**src/common/tmm_defines.svh**
```systemverilog
// constants for the general purpose down-counting timer block
// assumes inclusion by bare name from the package and the design file
`ifndef TMM_DEFINES_SVH
`define TMM_DEFINES_SVH

`define TMM_NUM_TIMERS   4
`define TMM_CNT_W        16
`define TMM_BYTE_W       8
`define TMM_SEL_W        2

`define TMM_SEL_13M56    2'h0
`define TMM_SEL_212K     2'h1
`define TMM_SEL_WAKEUP   2'h2
`define TMM_SEL_NONE     2'h3

`define TMM_CNT_RST      16'h0000
`define TMM_CNT_ZERO     16'h0000
`define TMM_CNT_ONE      16'h0001

`endif

```
**src/common/tmm_pkg.sv**
```systemverilog
// types shared by the timer block and its surroundings
// assumes tmm_defines.svh is on the include path
`include "tmm_defines.svh"

package tmm_pkg;

  typedef enum logic [1:0] {
    TMM_CLK_13M56  = 2'b00,
    TMM_CLK_212K   = 2'b01,
    TMM_CLK_WAKEUP = 2'b10,
    TMM_CLK_NONE   = 2'b11
  } tmm_clk_sel_t;

  typedef enum logic {
    TMM_ST_IDLE  = 1'b0,
    TMM_ST_COUNT = 1'b1
  } tmm_state_t;

  // per timer configuration, held by the host side
  typedef struct packed {
    logic [`TMM_BYTE_W-1:0] reload_value_high;
    logic [`TMM_BYTE_W-1:0] reload_value_low;
    tmm_clk_sel_t           clk_sel;
    logic                   auto_reload_on_underflow;
    logic                   irq_enable;
  } tmm_cfg_t;

  // per timer status shown to the host
  typedef struct packed {
    logic [`TMM_CNT_W-1:0] counter_value;
    logic                  running;
    logic                  irq_flag;
  } tmm_stat_t;

endpackage : tmm_pkg

```
**src/rtl/tmm_timer.sv**
```systemverilog
// four down-counting timers: stop watch, one-shot and periodic trigger
// assumes ticks, stop events and host strobes are one-cycle pulses on sys_clk
// limitation: the protocol start bit is not modelled, starts come from writes only
`timescale 1ns/1ps
`include "tmm_defines.svh"

module tmm_timer (
  input  wire logic                         sys_clk,
  input  wire logic                         rst,
  input  wire tmm_pkg::tmm_cfg_t            cfg        [`TMM_NUM_TIMERS],
  input  wire logic                         tick_13m56,
  input  wire logic                         tick_212k,
  input  wire logic                         wakeup_underflow,
  input  wire logic [`TMM_NUM_TIMERS-1:0]   stop_event,
  input  wire logic                         ctrl_wr,
  input  wire logic [`TMM_NUM_TIMERS-1:0]   ctrl_running,
  input  wire logic [`TMM_NUM_TIMERS-1:0]   immediate_start_stop,
  input  wire logic [`TMM_NUM_TIMERS-1:0]   irq_clear,
  input  wire logic [`TMM_NUM_TIMERS-1:0]   irq_set,
  output tmm_pkg::tmm_stat_t                stat       [`TMM_NUM_TIMERS],
  output logic                              irq
);

  tmm_pkg::tmm_state_t        state_r   [`TMM_NUM_TIMERS];
  tmm_pkg::tmm_state_t        state_nxt [`TMM_NUM_TIMERS];
  logic [`TMM_CNT_W-1:0]      cnt_r     [`TMM_NUM_TIMERS];
  logic [`TMM_CNT_W-1:0]      cnt_nxt   [`TMM_NUM_TIMERS];
  logic [`TMM_NUM_TIMERS-1:0] flag_r;
  logic [`TMM_NUM_TIMERS-1:0] flag_nxt;
  logic                       irq_r;
  logic                       irq_nxt;
  logic [`TMM_NUM_TIMERS-1:0] tick_vec;
  logic [`TMM_NUM_TIMERS-1:0] start_hit;
  logic [`TMM_NUM_TIMERS-1:0] stop_hit;
  logic [`TMM_NUM_TIMERS-1:0] restart_hit;
  logic [`TMM_NUM_TIMERS-1:0] uflow_vec;

  function automatic logic sel_tick(input tmm_pkg::tmm_clk_sel_t sel,
                                    input logic t13, input logic t212,
                                    input logic twk);
    case (sel)
      tmm_pkg::TMM_CLK_13M56:  sel_tick = t13;
      tmm_pkg::TMM_CLK_212K:   sel_tick = t212;
      tmm_pkg::TMM_CLK_WAKEUP: sel_tick = twk;
      default:                 sel_tick = 1'b0;
    endcase
  endfunction : sel_tick

  // reload assembled from high and low bytes
  function automatic logic [`TMM_CNT_W-1:0] reload_of(input tmm_pkg::tmm_cfg_t c);
    reload_of = {c.reload_value_high, c.reload_value_low};
  endfunction : reload_of

  // a control write reaches timer i only through its immediate bit
  function automatic logic ctrl_hit(input logic wr, input logic imm);
    ctrl_hit = wr && imm;
  endfunction : ctrl_hit

  // per timer tick and control decode; the running bit picks start or stop
  always_comb begin
    tick_vec    = '0;
    start_hit   = '0;
    stop_hit    = '0;
    restart_hit = '0;
    for (int i = 0; i < `TMM_NUM_TIMERS; i++) begin
      tick_vec[i]    = sel_tick(cfg[i].clk_sel, tick_13m56, tick_212k, wakeup_underflow);
      start_hit[i]   = ctrl_hit(ctrl_wr, immediate_start_stop[i]) && ctrl_running[i];
      stop_hit[i]    = ctrl_hit(ctrl_wr, immediate_start_stop[i]) && !ctrl_running[i];
      restart_hit[i] = ctrl_hit(ctrl_wr, immediate_start_stop[i]);
    end
  end

  // priority while counting: stop write, stop event, restart write, tick
  always_comb begin
    logic uflow;
    uflow     = 1'b0;
    uflow_vec = '0;
    for (int i = 0; i < `TMM_NUM_TIMERS; i++) begin
      state_nxt[i] = state_r[i];
      cnt_nxt[i]   = cnt_r[i];
      uflow        = 1'b0;
      case (state_r[i])
        tmm_pkg::TMM_ST_IDLE: begin
          if (start_hit[i]) begin
            cnt_nxt[i]   = reload_of(cfg[i]);
            state_nxt[i] = tmm_pkg::TMM_ST_COUNT;
          end
        end
        tmm_pkg::TMM_ST_COUNT: begin
          if (stop_hit[i]) begin
            state_nxt[i] = tmm_pkg::TMM_ST_IDLE;
          end else if (stop_event[i]) begin
            state_nxt[i] = tmm_pkg::TMM_ST_IDLE;
          end else if (restart_hit[i]) begin
            // a restart while counting reloads
            cnt_nxt[i] = reload_of(cfg[i]);
          end else if (tick_vec[i]) begin
            if (cnt_r[i] == `TMM_CNT_ZERO) begin
              uflow = 1'b1;
              if (cfg[i].auto_reload_on_underflow) begin
                cnt_nxt[i] = reload_of(cfg[i]);
              end else begin
                state_nxt[i] = tmm_pkg::TMM_ST_IDLE;
              end
            end else begin
              cnt_nxt[i] = cnt_r[i] - `TMM_CNT_ONE;
            end
          end
        end
        default: begin
          state_nxt[i] = tmm_pkg::TMM_ST_IDLE;
        end
      endcase
      uflow_vec[i] = uflow;
    end
  end

  // sticky flag, set beats clear
  // the host may set the flag too, which lets software test the pin path
  always_comb begin
    flag_nxt = flag_r;
    for (int i = 0; i < `TMM_NUM_TIMERS; i++) begin
      if (uflow_vec[i] || irq_set[i]) begin
        flag_nxt[i] = 1'b1;
      end else if (irq_clear[i]) begin
        flag_nxt[i] = 1'b0;
      end
    end
  end

  // pin gated by enable
  // looks at the next flag so that pin and flag change on the same edge
  always_comb begin
    irq_nxt = 1'b0;
    for (int i = 0; i < `TMM_NUM_TIMERS; i++) begin
      if (flag_nxt[i] && cfg[i].irq_enable) begin
        irq_nxt = 1'b1;
      end
    end
  end

  // no clock enable: ticks act as qualifiers, keeping a single clock tree
  always_ff @(posedge sys_clk or posedge rst) begin
    if (rst) begin
      for (int i = 0; i < `TMM_NUM_TIMERS; i++) begin
        state_r[i] <= tmm_pkg::TMM_ST_IDLE;
      end
    end else begin
      for (int i = 0; i < `TMM_NUM_TIMERS; i++) begin
        state_r[i] <= state_nxt[i];
      end
    end
  end

  // counters come up at zero, the reload lands on a start, a restart write or an auto-reload underflow
  always_ff @(posedge sys_clk or posedge rst) begin
    if (rst) begin
      for (int i = 0; i < `TMM_NUM_TIMERS; i++) begin
        cnt_r[i] <= `TMM_CNT_RST;
      end
    end else begin
      for (int i = 0; i < `TMM_NUM_TIMERS; i++) begin
        cnt_r[i] <= cnt_nxt[i];
      end
    end
  end

  always_ff @(posedge sys_clk or posedge rst) begin
    if (rst) begin
      flag_r <= '0;
    end else begin
      flag_r <= flag_nxt;
    end
  end

  // registered pin, free of decode glitches
  always_ff @(posedge sys_clk or posedge rst) begin
    if (rst) begin
      irq_r <= 1'b0;
    end else begin
      irq_r <= irq_nxt;
    end
  end

  // status straight from registers, so a host read never sees a glitch

  always_comb begin
    for (int i = 0; i < `TMM_NUM_TIMERS; i++) begin
      stat[i].counter_value = cnt_r[i];
      stat[i].running       = (state_r[i] == tmm_pkg::TMM_ST_COUNT);
      stat[i].irq_flag      = flag_r[i];
    end
    irq = irq_r;
  end

endmodule : tmm_timer

```
**config.mk**
```make
export PLATFORM = sky130hd
export DESIGN_NAME = tmm_timer
export DESIGN_NICKNAME = d
export VERILOG_FILES = /design/src/common/tmm_pkg.sv /design/src/rtl/tmm_timer.sv
export VERILOG_INCLUDE_DIRS = /design/src /design/src/common
export SDC_FILE = /design/constraint.sdc
export NUM_CORES = 1
export LEC_CHECK = 0
export CORE_ASPECT_RATIO = 1.4
export CORE_MARGIN = 5
export CORE_UTILIZATION = 55
export CTS_BUF_LIST = sky130_fd_sc_hd__clkbuf_4 sky130_fd_sc_hd__clkbuf_8
export DETAILED_ROUTE_END_ITERATION = 16
export DONT_BUFFER_PORTS = 1
export PLACE_DENSITY = 0.73
export SLEW_MARGIN = 5
export SYNTH_ARGS = -nofsm -noshare
export SYNTH_HDL_FRONTEND = slang
export SYNTH_SLANG_ARGS = --single-unit
export TNS_END_PERCENT = 50
```
**constraint.sdc**
```tcl
create_clock -name sys_clk -period 2.1 [get_ports sys_clk]
set_input_delay 0.21 -clock sys_clk [delete_from_list [all_inputs] [get_ports sys_clk]]
set_output_delay 0.21 -clock sys_clk [all_outputs]
set_load 0.01 [all_outputs]
```
* After elaboration in Yosys (flattened, before gate mapping) *
Index checks and enable logic that the tools add are counted.

word-level totals
  bits of input ports = 106
  output and inout bits = 73
  word-level logic and storage cells = 186
  register bits after elaboration = 73

cells by class
  eq/ne operators = 28
  $add $sub $neg = 4
  multiplexer cells = 104
  bitwise operators = 4
  reductions and logical operators = 36

operator list
  operator                                               count
  two-way mux 16 bit                                     28
  case mux 16 bit (2 select lines)                       4
  logical NOT 16 bit                                     4
  two-way mux 1 bit                                      64
  subtractor 16 x 1 -> 16 bit, second input constant     4
  inequality test 2 bit, second input constant           12
  AND reduction 5 bit                                    4
  logical AND 1 bit                                      16
  inequality test 4 bit, second input constant           4
  inequality test 3 x 1 -> 1 bit, second input constant  4
  case mux 1 bit (3 select lines)                        4
  == test 2 x 1 -> 1 bit, second input constant          4
  == test 2 bit, second input constant                   4
  logical NOT 2 bit                                      4
  case mux 1 bit (2 select lines)                        4
  logical NOT 1 bit                                      4
  logical OR 1 bit                                       4
  NOT 1 bit                                              4

* Logic depth before layout (Yosys ltp) *
Gate-level depths: netlist of the first run.

  depth in word-level cells = 14
  mapped depth = 9
  gate-level depth less buffers = 7

* Least setup slack after synthesis of the first run *
Ideal clock, no wire load.

  kind = reg2reg
  start point = reg cnt_r, in the netlist stat[38]
  end point = reg cnt_r, in the netlist stat[48]
  stages on the path, launching flop included = 9
  path slack = -0.019 ns
  arrival = 1.978 ns
  period minus slack after synthesis = 2.119 ns
  data required time = 1.959 ns
  library setup time = 0.141 ns
  buffers on the path = 1
  path through = dfrtp_1 > inv_1 > ha_1 > and2b_2 > and4_2 > a21oi_2 > buf_6 > mux2i_1 > a2bb2oi_1

on the way
  word-level cells in the longest chain between the ends = 7
  elaborated cells between the ends (all ways) = 10
  classes of those cells = add/sub (1); eq/ne (1); mux (6); reduce/logical (2)

RTL lines
  what                                                                                line              RTL
  start, declared                                                                     tmm_timer.sv:26   logic [`TMM_CNT_W-1:0] cnt_r [`TMM_NUM_TIMERS];
  start signal, assigned by index                                                     tmm_timer.sv:159  cnt_r[i] <= `TMM_CNT_RST;
  start signal, assigned by index                                                     tmm_timer.sv:163  cnt_r[i] <= cnt_nxt[i];
  subtractor 16 x 1 -> 16 bit (no source line) or logical NOT 16 bit (tied branches)  --
  two-way mux 16 bit                                                                  tmm_timer.sv:98   if (cnt_r[i] == `TMM_CNT_ZERO) begin
  two-way mux 16 bit                                                                  tmm_timer.sv:97   end else if (tick_vec[i]) begin
  two-way mux 16 bit                                                                  tmm_timer.sv:94   end else if (restart_hit[i]) begin
  two-way mux 16 bit                                                                  tmm_timer.sv:92   end else if (stop_event[i]) begin
  two-way mux 16 bit                                                                  tmm_timer.sv:90   if (stop_hit[i]) begin
  case mux 16 bit (2 select lines)                                                    tmm_timer.sv:82   case (state_r[i])

Several ways; a longest one is shown, not always the timed one. The select of a mux whose other input is x is not followed.
A chain may end at the register's enable or synchronous reset.

* Worst setup path after layout of the first run *
  start point = reg cnt_r, in the netlist stat[27]
  end point = reg cnt_r, in the netlist stat[32]

Same word-level chain as after synthesis.

==> reports/metrics.csv, run 1 <==
stage;metric;value;unit
setup_path;startpoint_type;register;
setup_path;critPathMaxFanout;4;
cts;cts_tree;built;
cts;root_buffer;clkbuf_8;
sta;setup_violations;0;
setup_path;cp-end-kind;register;
placement;port_buffers;0;
synthesis;synth_area_per_cell;9.083;um2
cts;path_clk_slew;0.08;ns
drt;wire_per_inst;20.87;um
drt;drtIter0Drc;324;
sta;slew_headroom;0.6818;
floorplan;ios;179;
floorplan;die_area;0.01185;mm2
drt;wl;17470;um
floorplan;die_x;93.43;um
synthesis;syn_area;0.005359;mm2
synthesis;yosysTopAreaCell;dfrtp_1;
setup_path;worst_r2r_path_depth;5;
outcome;status;finished clean;
synthesis;yosysUniqueCellTypes;76;
power_and_ir_drop;p_leak;2.660;nW
cts;cts_sinks;73;
floorplan;start_util;0.5634;
cts;clk_latency;0.35;ns
cts;post_cts_buffers;0;
global_routing;grt.total_usage;0.2893;
sta;finalWorstSetupSlack;0.06408;ns
global_routing;grt_pass1_vias;5655;
setup_path;endpoint;stat[32]$_DFFE_PP0P_;
job;cap_violations;0;
floorplan;core_area;0.009512;mm2
sta;finalHoldViolCount;0;
drt;drc;0;
sta;holdWs;0.03487;ns
floorplan;rows;42;
setup_path;r2r_start;stat[27]$_DFFE_PP0P_;
placement;post-place-ws;0.04832;ns
setup_path;worstSetupStartpoint;stat[27]$_DFFE_PP0P_;
placement;hpwlAfterDp;13430;um
setup_path;r2r_end;stat[32]$_DFFE_PP0P_;
synthesis;synth_edf_count;0;
finish;antenna_cells;0;
finish;layout.cells.most_common_list;120 x buf_4, 73 x dfrtp_1, 44 x mux2i_1;
power_and_ir_drop;irDropWorstVdd;0.0005139;V
synthesis;syn-num-nets;704;
placement;gp_congestion;0.9309;
setup_path;ff2ff_setup_slack;0.06;ns
drt;vias;5534;
sta;rsz0062_at_grt;true;
sta;maxSlewViolCount;0;
sta;tightest_slew;0.4733;ns
setup_path;cp.required;2.38;ns
power_and_ir_drop;power.density;834.3;mW/mm2
synthesis;async_flop_share;1.000;
finish;drive_gt1_frac;0.2539;
sta;period_needed;2.036;ns
finish;area_growth;23.39;%
synthesis;ys_ff_latch;73;
global_routing;antenna_found_initial;0;
synthesis;synth_seq_area_share;0.3409;
finish;final_common_cell;buf_4;
setup_path;critPathArrivalTime;2.31;ns
drt;avgViaCountPerCell;6.612;
min_path;holdCritPathClass;primary input to register;
drt;drt_pass1_iterations;5;
sta;skew;0.01312;ns
setup_path;path_class;register to register;
sta;fin_crit_sh;0.9695;
global_routing;overflow;0;
drt;antenna_left;0;
global_routing;grt_max_degree;32;
cts;clockBufferDepth;2;
finish;layout.nets;814;
sta;fmaxAchievable;0.4912;GHz
power_and_ir_drop;totalPowerFinal;5.517;mW
synthesis;synthCells;590;
synthesis;synth_top_cell_area_share;0.3409;
synthesis;ys_warn_count;0;
global_routing;grt_pass1_wl;27690;um
cts;cts.htree.levels;3;
floorplan;die_y;126.8;um
cts;numCtsBuffers;9;
synthesis;synth-main-ff-cell;dfrtp_1;
synthesis;synthTopCellsByArea;dfrtp_1 34%, mux2i_1 8.2%, o2bb2ai_1 5.2%;
[timing repair]
| item | CTS | global route |
|---|---|---|
| endpoints found under the setup margin | 0 | 50 |
| endpoints found under the hold margin | 21 | 0 |
| resized for setup | 0 | 9 |
| hold buffers | 5 | 0 |
[cells in the mapped netlist (4+ instances only)]
cell type and count:
a32oi_1 4, nor3_1 30, nand2_1 37, nand2b_1 5, nor4_4 4, o22ai_1 13
nor4_1 16, a211o_1 7, nor2_1 40, dfrtp_1 73, o21ai_0 17, nand4b_1 5
a31oi_1 6, o21a_1 4, o211ai_1 27, inv_1 34, nand3_1 18, o21ai_1 4
a211oi_1 7, or4_1 4, a21oi_1 11, clkbuf_1 9, nand4_1 14, a22oi_1 21
ha_1 8, or3_1 4, buf_2 11, o2bb2ai_1 32, mux2i_1 44, and2_1 4
buf_6 6
[per-layer routing]
layer  global-route usage  part of all wire  up-vias  wire, um
met5                    0                 0        -         0
met4               0.1191             0.033        0       572
met3              0.07227             0.091       51      1590
met2               0.5042              0.51      321      8944
met1               0.3343              0.36     2620      6363
li1                     -                 -     2542         -
[registers in the layout, summed over array words and instances (netlist names)]
register / cells
stat: 68
irq: 1
flag_r: 4
[how the worst min path moves through the flow]
stage,cells past startpoint,startpoint,slack (ns),to
finish,2,cfg[44],0.03,stat[38]$_DFFE_PP0P_
global route,2,irq_set[0],0.02,flag_r[0]$_DFF_PP0_
CTS,2,irq_set[2],0.02,flag_r[2]$_DFF_PP0_
detailed placement,1,rst,0.14,stat[9]$_DFFE_PP0P_
global placement,1,rst,0.12,stat[9]$_DFFE_PP0P_
floorplan,1,stop_event[2],0.31,stat[19]$_DFF_PP0_
[worst max-delay path: stages, from the launching register on]
cell	delay (ns)
dfrtp_1	0.41
or4_1	0.54
or3_1	0.40
a2111oi_1	0.39
a21oi_1	0.07
o211ai_1	0.16
[kinds of logic (layout without fill, tap and decap cells)]
| logic type | after synthesis | in the layout | synth area share |
|---|---|---|---|
| AO/OA/AOI/OAI | 190 | 190 | 0.2683 |
| adder cells (fa/ha/maj) | 8 | 8 | 0.01868 |
| buffers and inverters | 63 | 178 | 0.05603 |
| flip-flops | 73 | 73 | 0.3409 |
| multiplexers | 45 | 45 | 0.08429 |
| AND/OR/NAND/NOR | 211 | 211 | 0.2318 |
[power by group]
| group | internal (mW) | leakage [nW] | switching, mW | total, mW |
|---|---|---|---|---|
| registers | 1.73 | 0.876 | 0.331 | 2.06 |
| logic | 1.02 | 1.68 | 1.29 | 2.30 |
| clock network | 0.619 | 0.108 | 0.536 | 1.16 |
| total | 3.36 | 2.66 | 2.15 | 5.52 |
[layout make-up]
class	instances	area (um2)
clock buffers	13	160.2
clock inverters	3	40.04
fillers	741	2899
inverters	34	127.6
multi-input cells	454	3282
flip-flops and latches	73	1827
well taps	132	165.2
repair buffers	128	1011
[metrics by stage]
step                      instance area [um2]  setup TNS (ns)    util  instances
after floorplan                          5366               0       -        590
after global placement                   6320               0  0.6644        816
after detailed placement                 6320               0  0.6644        816
after CTS                                6570               0  0.6907        837
after global routing                     6613         -0.5295  0.6952        837
final                                    6613               0  0.6952        837
(Power assumes the default switching activity.)
==> inputs of run 2 (changes only) <==
- CTS_BUF_LIST: sky130_fd_sc_hd__clkbuf_4 sky130_fd_sc_hd__clkbuf_8 -> sky130_fd_sc_hd__clkbuf_2
==> reports/metrics.csv, run 2 (synthesis results as in run 1) <==
stage;metric;value;unit
finish;drive_gt1_frac;0.2415;
power_and_ir_drop;p_leak;3.005;nW
global_routing;grt_max_degree;32;
finish;final_common_cell;buf_4;
setup_path;path_class;register to register;
drt;wl_met1;6993;um
floorplan;rows;42;
finish;n_fill_cell;584;
sta;holdWs;0.06610;ns
setup_path;cp.depth;6;
setup_path;critPathArrivalTime;2.51;ns
placement;gp_congestion;0.9309;
finish;area_growth;39.74;%
setup_path;endpoint;stat[70]$_DFFE_PP0P_;
drt;drtIter0Drc;558;
global_routing;overflow;0;
drt;antenna_left;0;
global_routing;grt_pass1_wl;31860;um
setup_path;startpoint_type;register;
sta;finalWorstSetupSlack;0.02991;ns
setup_path;crit_slowest_cell;or4_1;
floorplan;die_area;0.01185;mm2
outcome;status;finished clean;
finish;fin_area;0.007488;mm2
placement;post-place-ws;0.04832;ns
floorplan;die_y;126.8;um
drt;vias;6280;
drt;drc;0;
sta;finalHoldViolCount;0;
placement;placed_cell_area;0.006320;mm2
setup_path;critPathMaxFanout;7;
drt;avgViaCountPerCell;6.767;
sta;rsz0062_at_grt;true;
drt;wire_per_inst;22.09;um
finish;layout.cells.most_common_list;122 x buf_4, 93 x dlygate4sd3_1, 72 x dfrtp_1;
sta;slew_headroom;0.6737;
finish;layout.cells.non_filler;928;
cts;clk_latency;0.56;ns
placement;hpwlAfterDp;13430;um
drt;wl_met2;10630;um
drt;top_layer_used;met4;
sta;tightest_slew;0.4887;ns
finish;layout.nets;904;
sta;skew;0.02459;ns
floorplan;ios;179;
placement;placedCellCount;816;
cts;cts_sinks;73;
setup_path;slowest_delay;0.60;ns
setup_path;cp.required;2.54;ns
sta;maxSlewViolCount;0;
floorplan;start_util;0.5634;
power_and_ir_drop;irDropWorstVdd;0.0005621;V
floorplan;core_area;0.009512;mm2
floorplan;die_x;93.43;um
finish;post-route-util;0.7873;
sta;setup_violations;0;
drt;wl_met3;2036;um
placement;port_buffers;0;
job;cap_violations;0;
sta;fmaxAchievable;0.4831;GHz
setup_path;cp-end-kind;register;
cts;clockBufferDepth;2;
sta;fin_crit_sh;0.9858;
setup_path;critical_path_buf_inv_count;1;
setup_path;worstSetupStartpoint;stat[70]$_DFFE_PP0P_;
min_path;holdCritPathClass;primary input to register;
setup_path;worst_r2r_path_depth;6;
finish;largest_reg_flops;68;
cts;numCtsBuffers;9;
setup_path;cp_cell_sequence;nor3_4 -> nand2_1 -> or4_1 -> buf_4 -> o211ai_1 -> a22oi_1;
setup_path;cp_top_family;simple AND/OR/NAND/NOR gates;
power_and_ir_drop;power.density;728.9;mW/mm2
setup_path;r2r_end;stat[70]$_DFFE_PP0P_;
global_routing;grt.total_usage;0.3353;
cts;path_clk_slew;0.21;ns
global_routing;antenna_found_initial;1;
global_routing;grt_pass1_vias;6345;
drt;drt_pass1_iterations;5;
sta;period_needed;2.070;ns
cts;cts_tree;built;
cts;root_buffer;clkbuf_2;
cts;cts.htree.levels;3;
setup_path;r2r_start;stat[70]$_DFFE_PP0P_;
setup_path;ff2ff_setup_slack;0.03;ns
drt;wl;20500;um
[run 2: final cells by class]
cell class                 instances  area [um2]  area share
antenna                            1       2.502   0.0003342
clock buffer                      12       60.06    0.008020
clock inverter                     4       43.79    0.005848
inverter                          34       127.6     0.01704
multi-input combinational        454        3354      0.4480
sequential                        73        1828      0.2441
tap                              132       165.2     0.02206
timing repair buffer             218        1907      0.2546
[run 2: tightest hold or removal path: cells and delay by family]
| family | cells | cell delay, ns |
|---|---|---|
| AOI/OAI and AO/OA | 2 | 0.22 |
| buffers and inverters | 1 | 0.16 |
[run 2: report_power, final]
group / switching, mW / internal, mW / total [mW]
logic: 1.41 / 1.14 / 2.55
clock network: 0.537 / 0.283 / 0.820
registers: 0.364 / 1.72 / 2.09
[run 2: per-stage QoR]
step | power [mW] | setup TNS (ns)
2_1_floorplan | 3.363 | 0
3_3_place_gp | 4.243 | 0
3_5_place_dp | 4.333 | 0
4_1_cts | 5.274 | 0
5_1_grt | 5.748 | -0.3838
6_report | 5.458 | 0
[run 2: how the worst min path moves through the flow]
stage                        startpoint                   end  slack [ns]  cells after the start
after floorplan           stop_event[2]    stat[19]$_DFF_PP0_        0.31                      1
after global placement              rst   stat[9]$_DFFE_PP0P_        0.12                      1
after detailed placement            rst   stat[9]$_DFFE_PP0P_        0.14                      1
after CTS                       cfg[61]  stat[58]$_DFFE_PP0P_       0.006                      4
after global routing            cfg[41]  stat[53]$_DFFE_PP0P_     -0.0002                      3
final                           ctrl_wr    stat[19]$_DFF_PP0_        0.07                      3
[run 2: what timing repair did]
action | CTS | global route
setup endpoints to repair | 0 | 57
endpoints found under the hold margin | 146 | 3
resized for setup | 0 | 27
buffers inserted | 0 | 2
hold buffers | 91 | 2
[run 2: layer usage]
metal	GRT usage	vias to the layer above
li1	-	2727
met1	0.3750	2974
met2	0.5897	488
met3	0.08886	91
met4	0.1484	0
met5	0	-
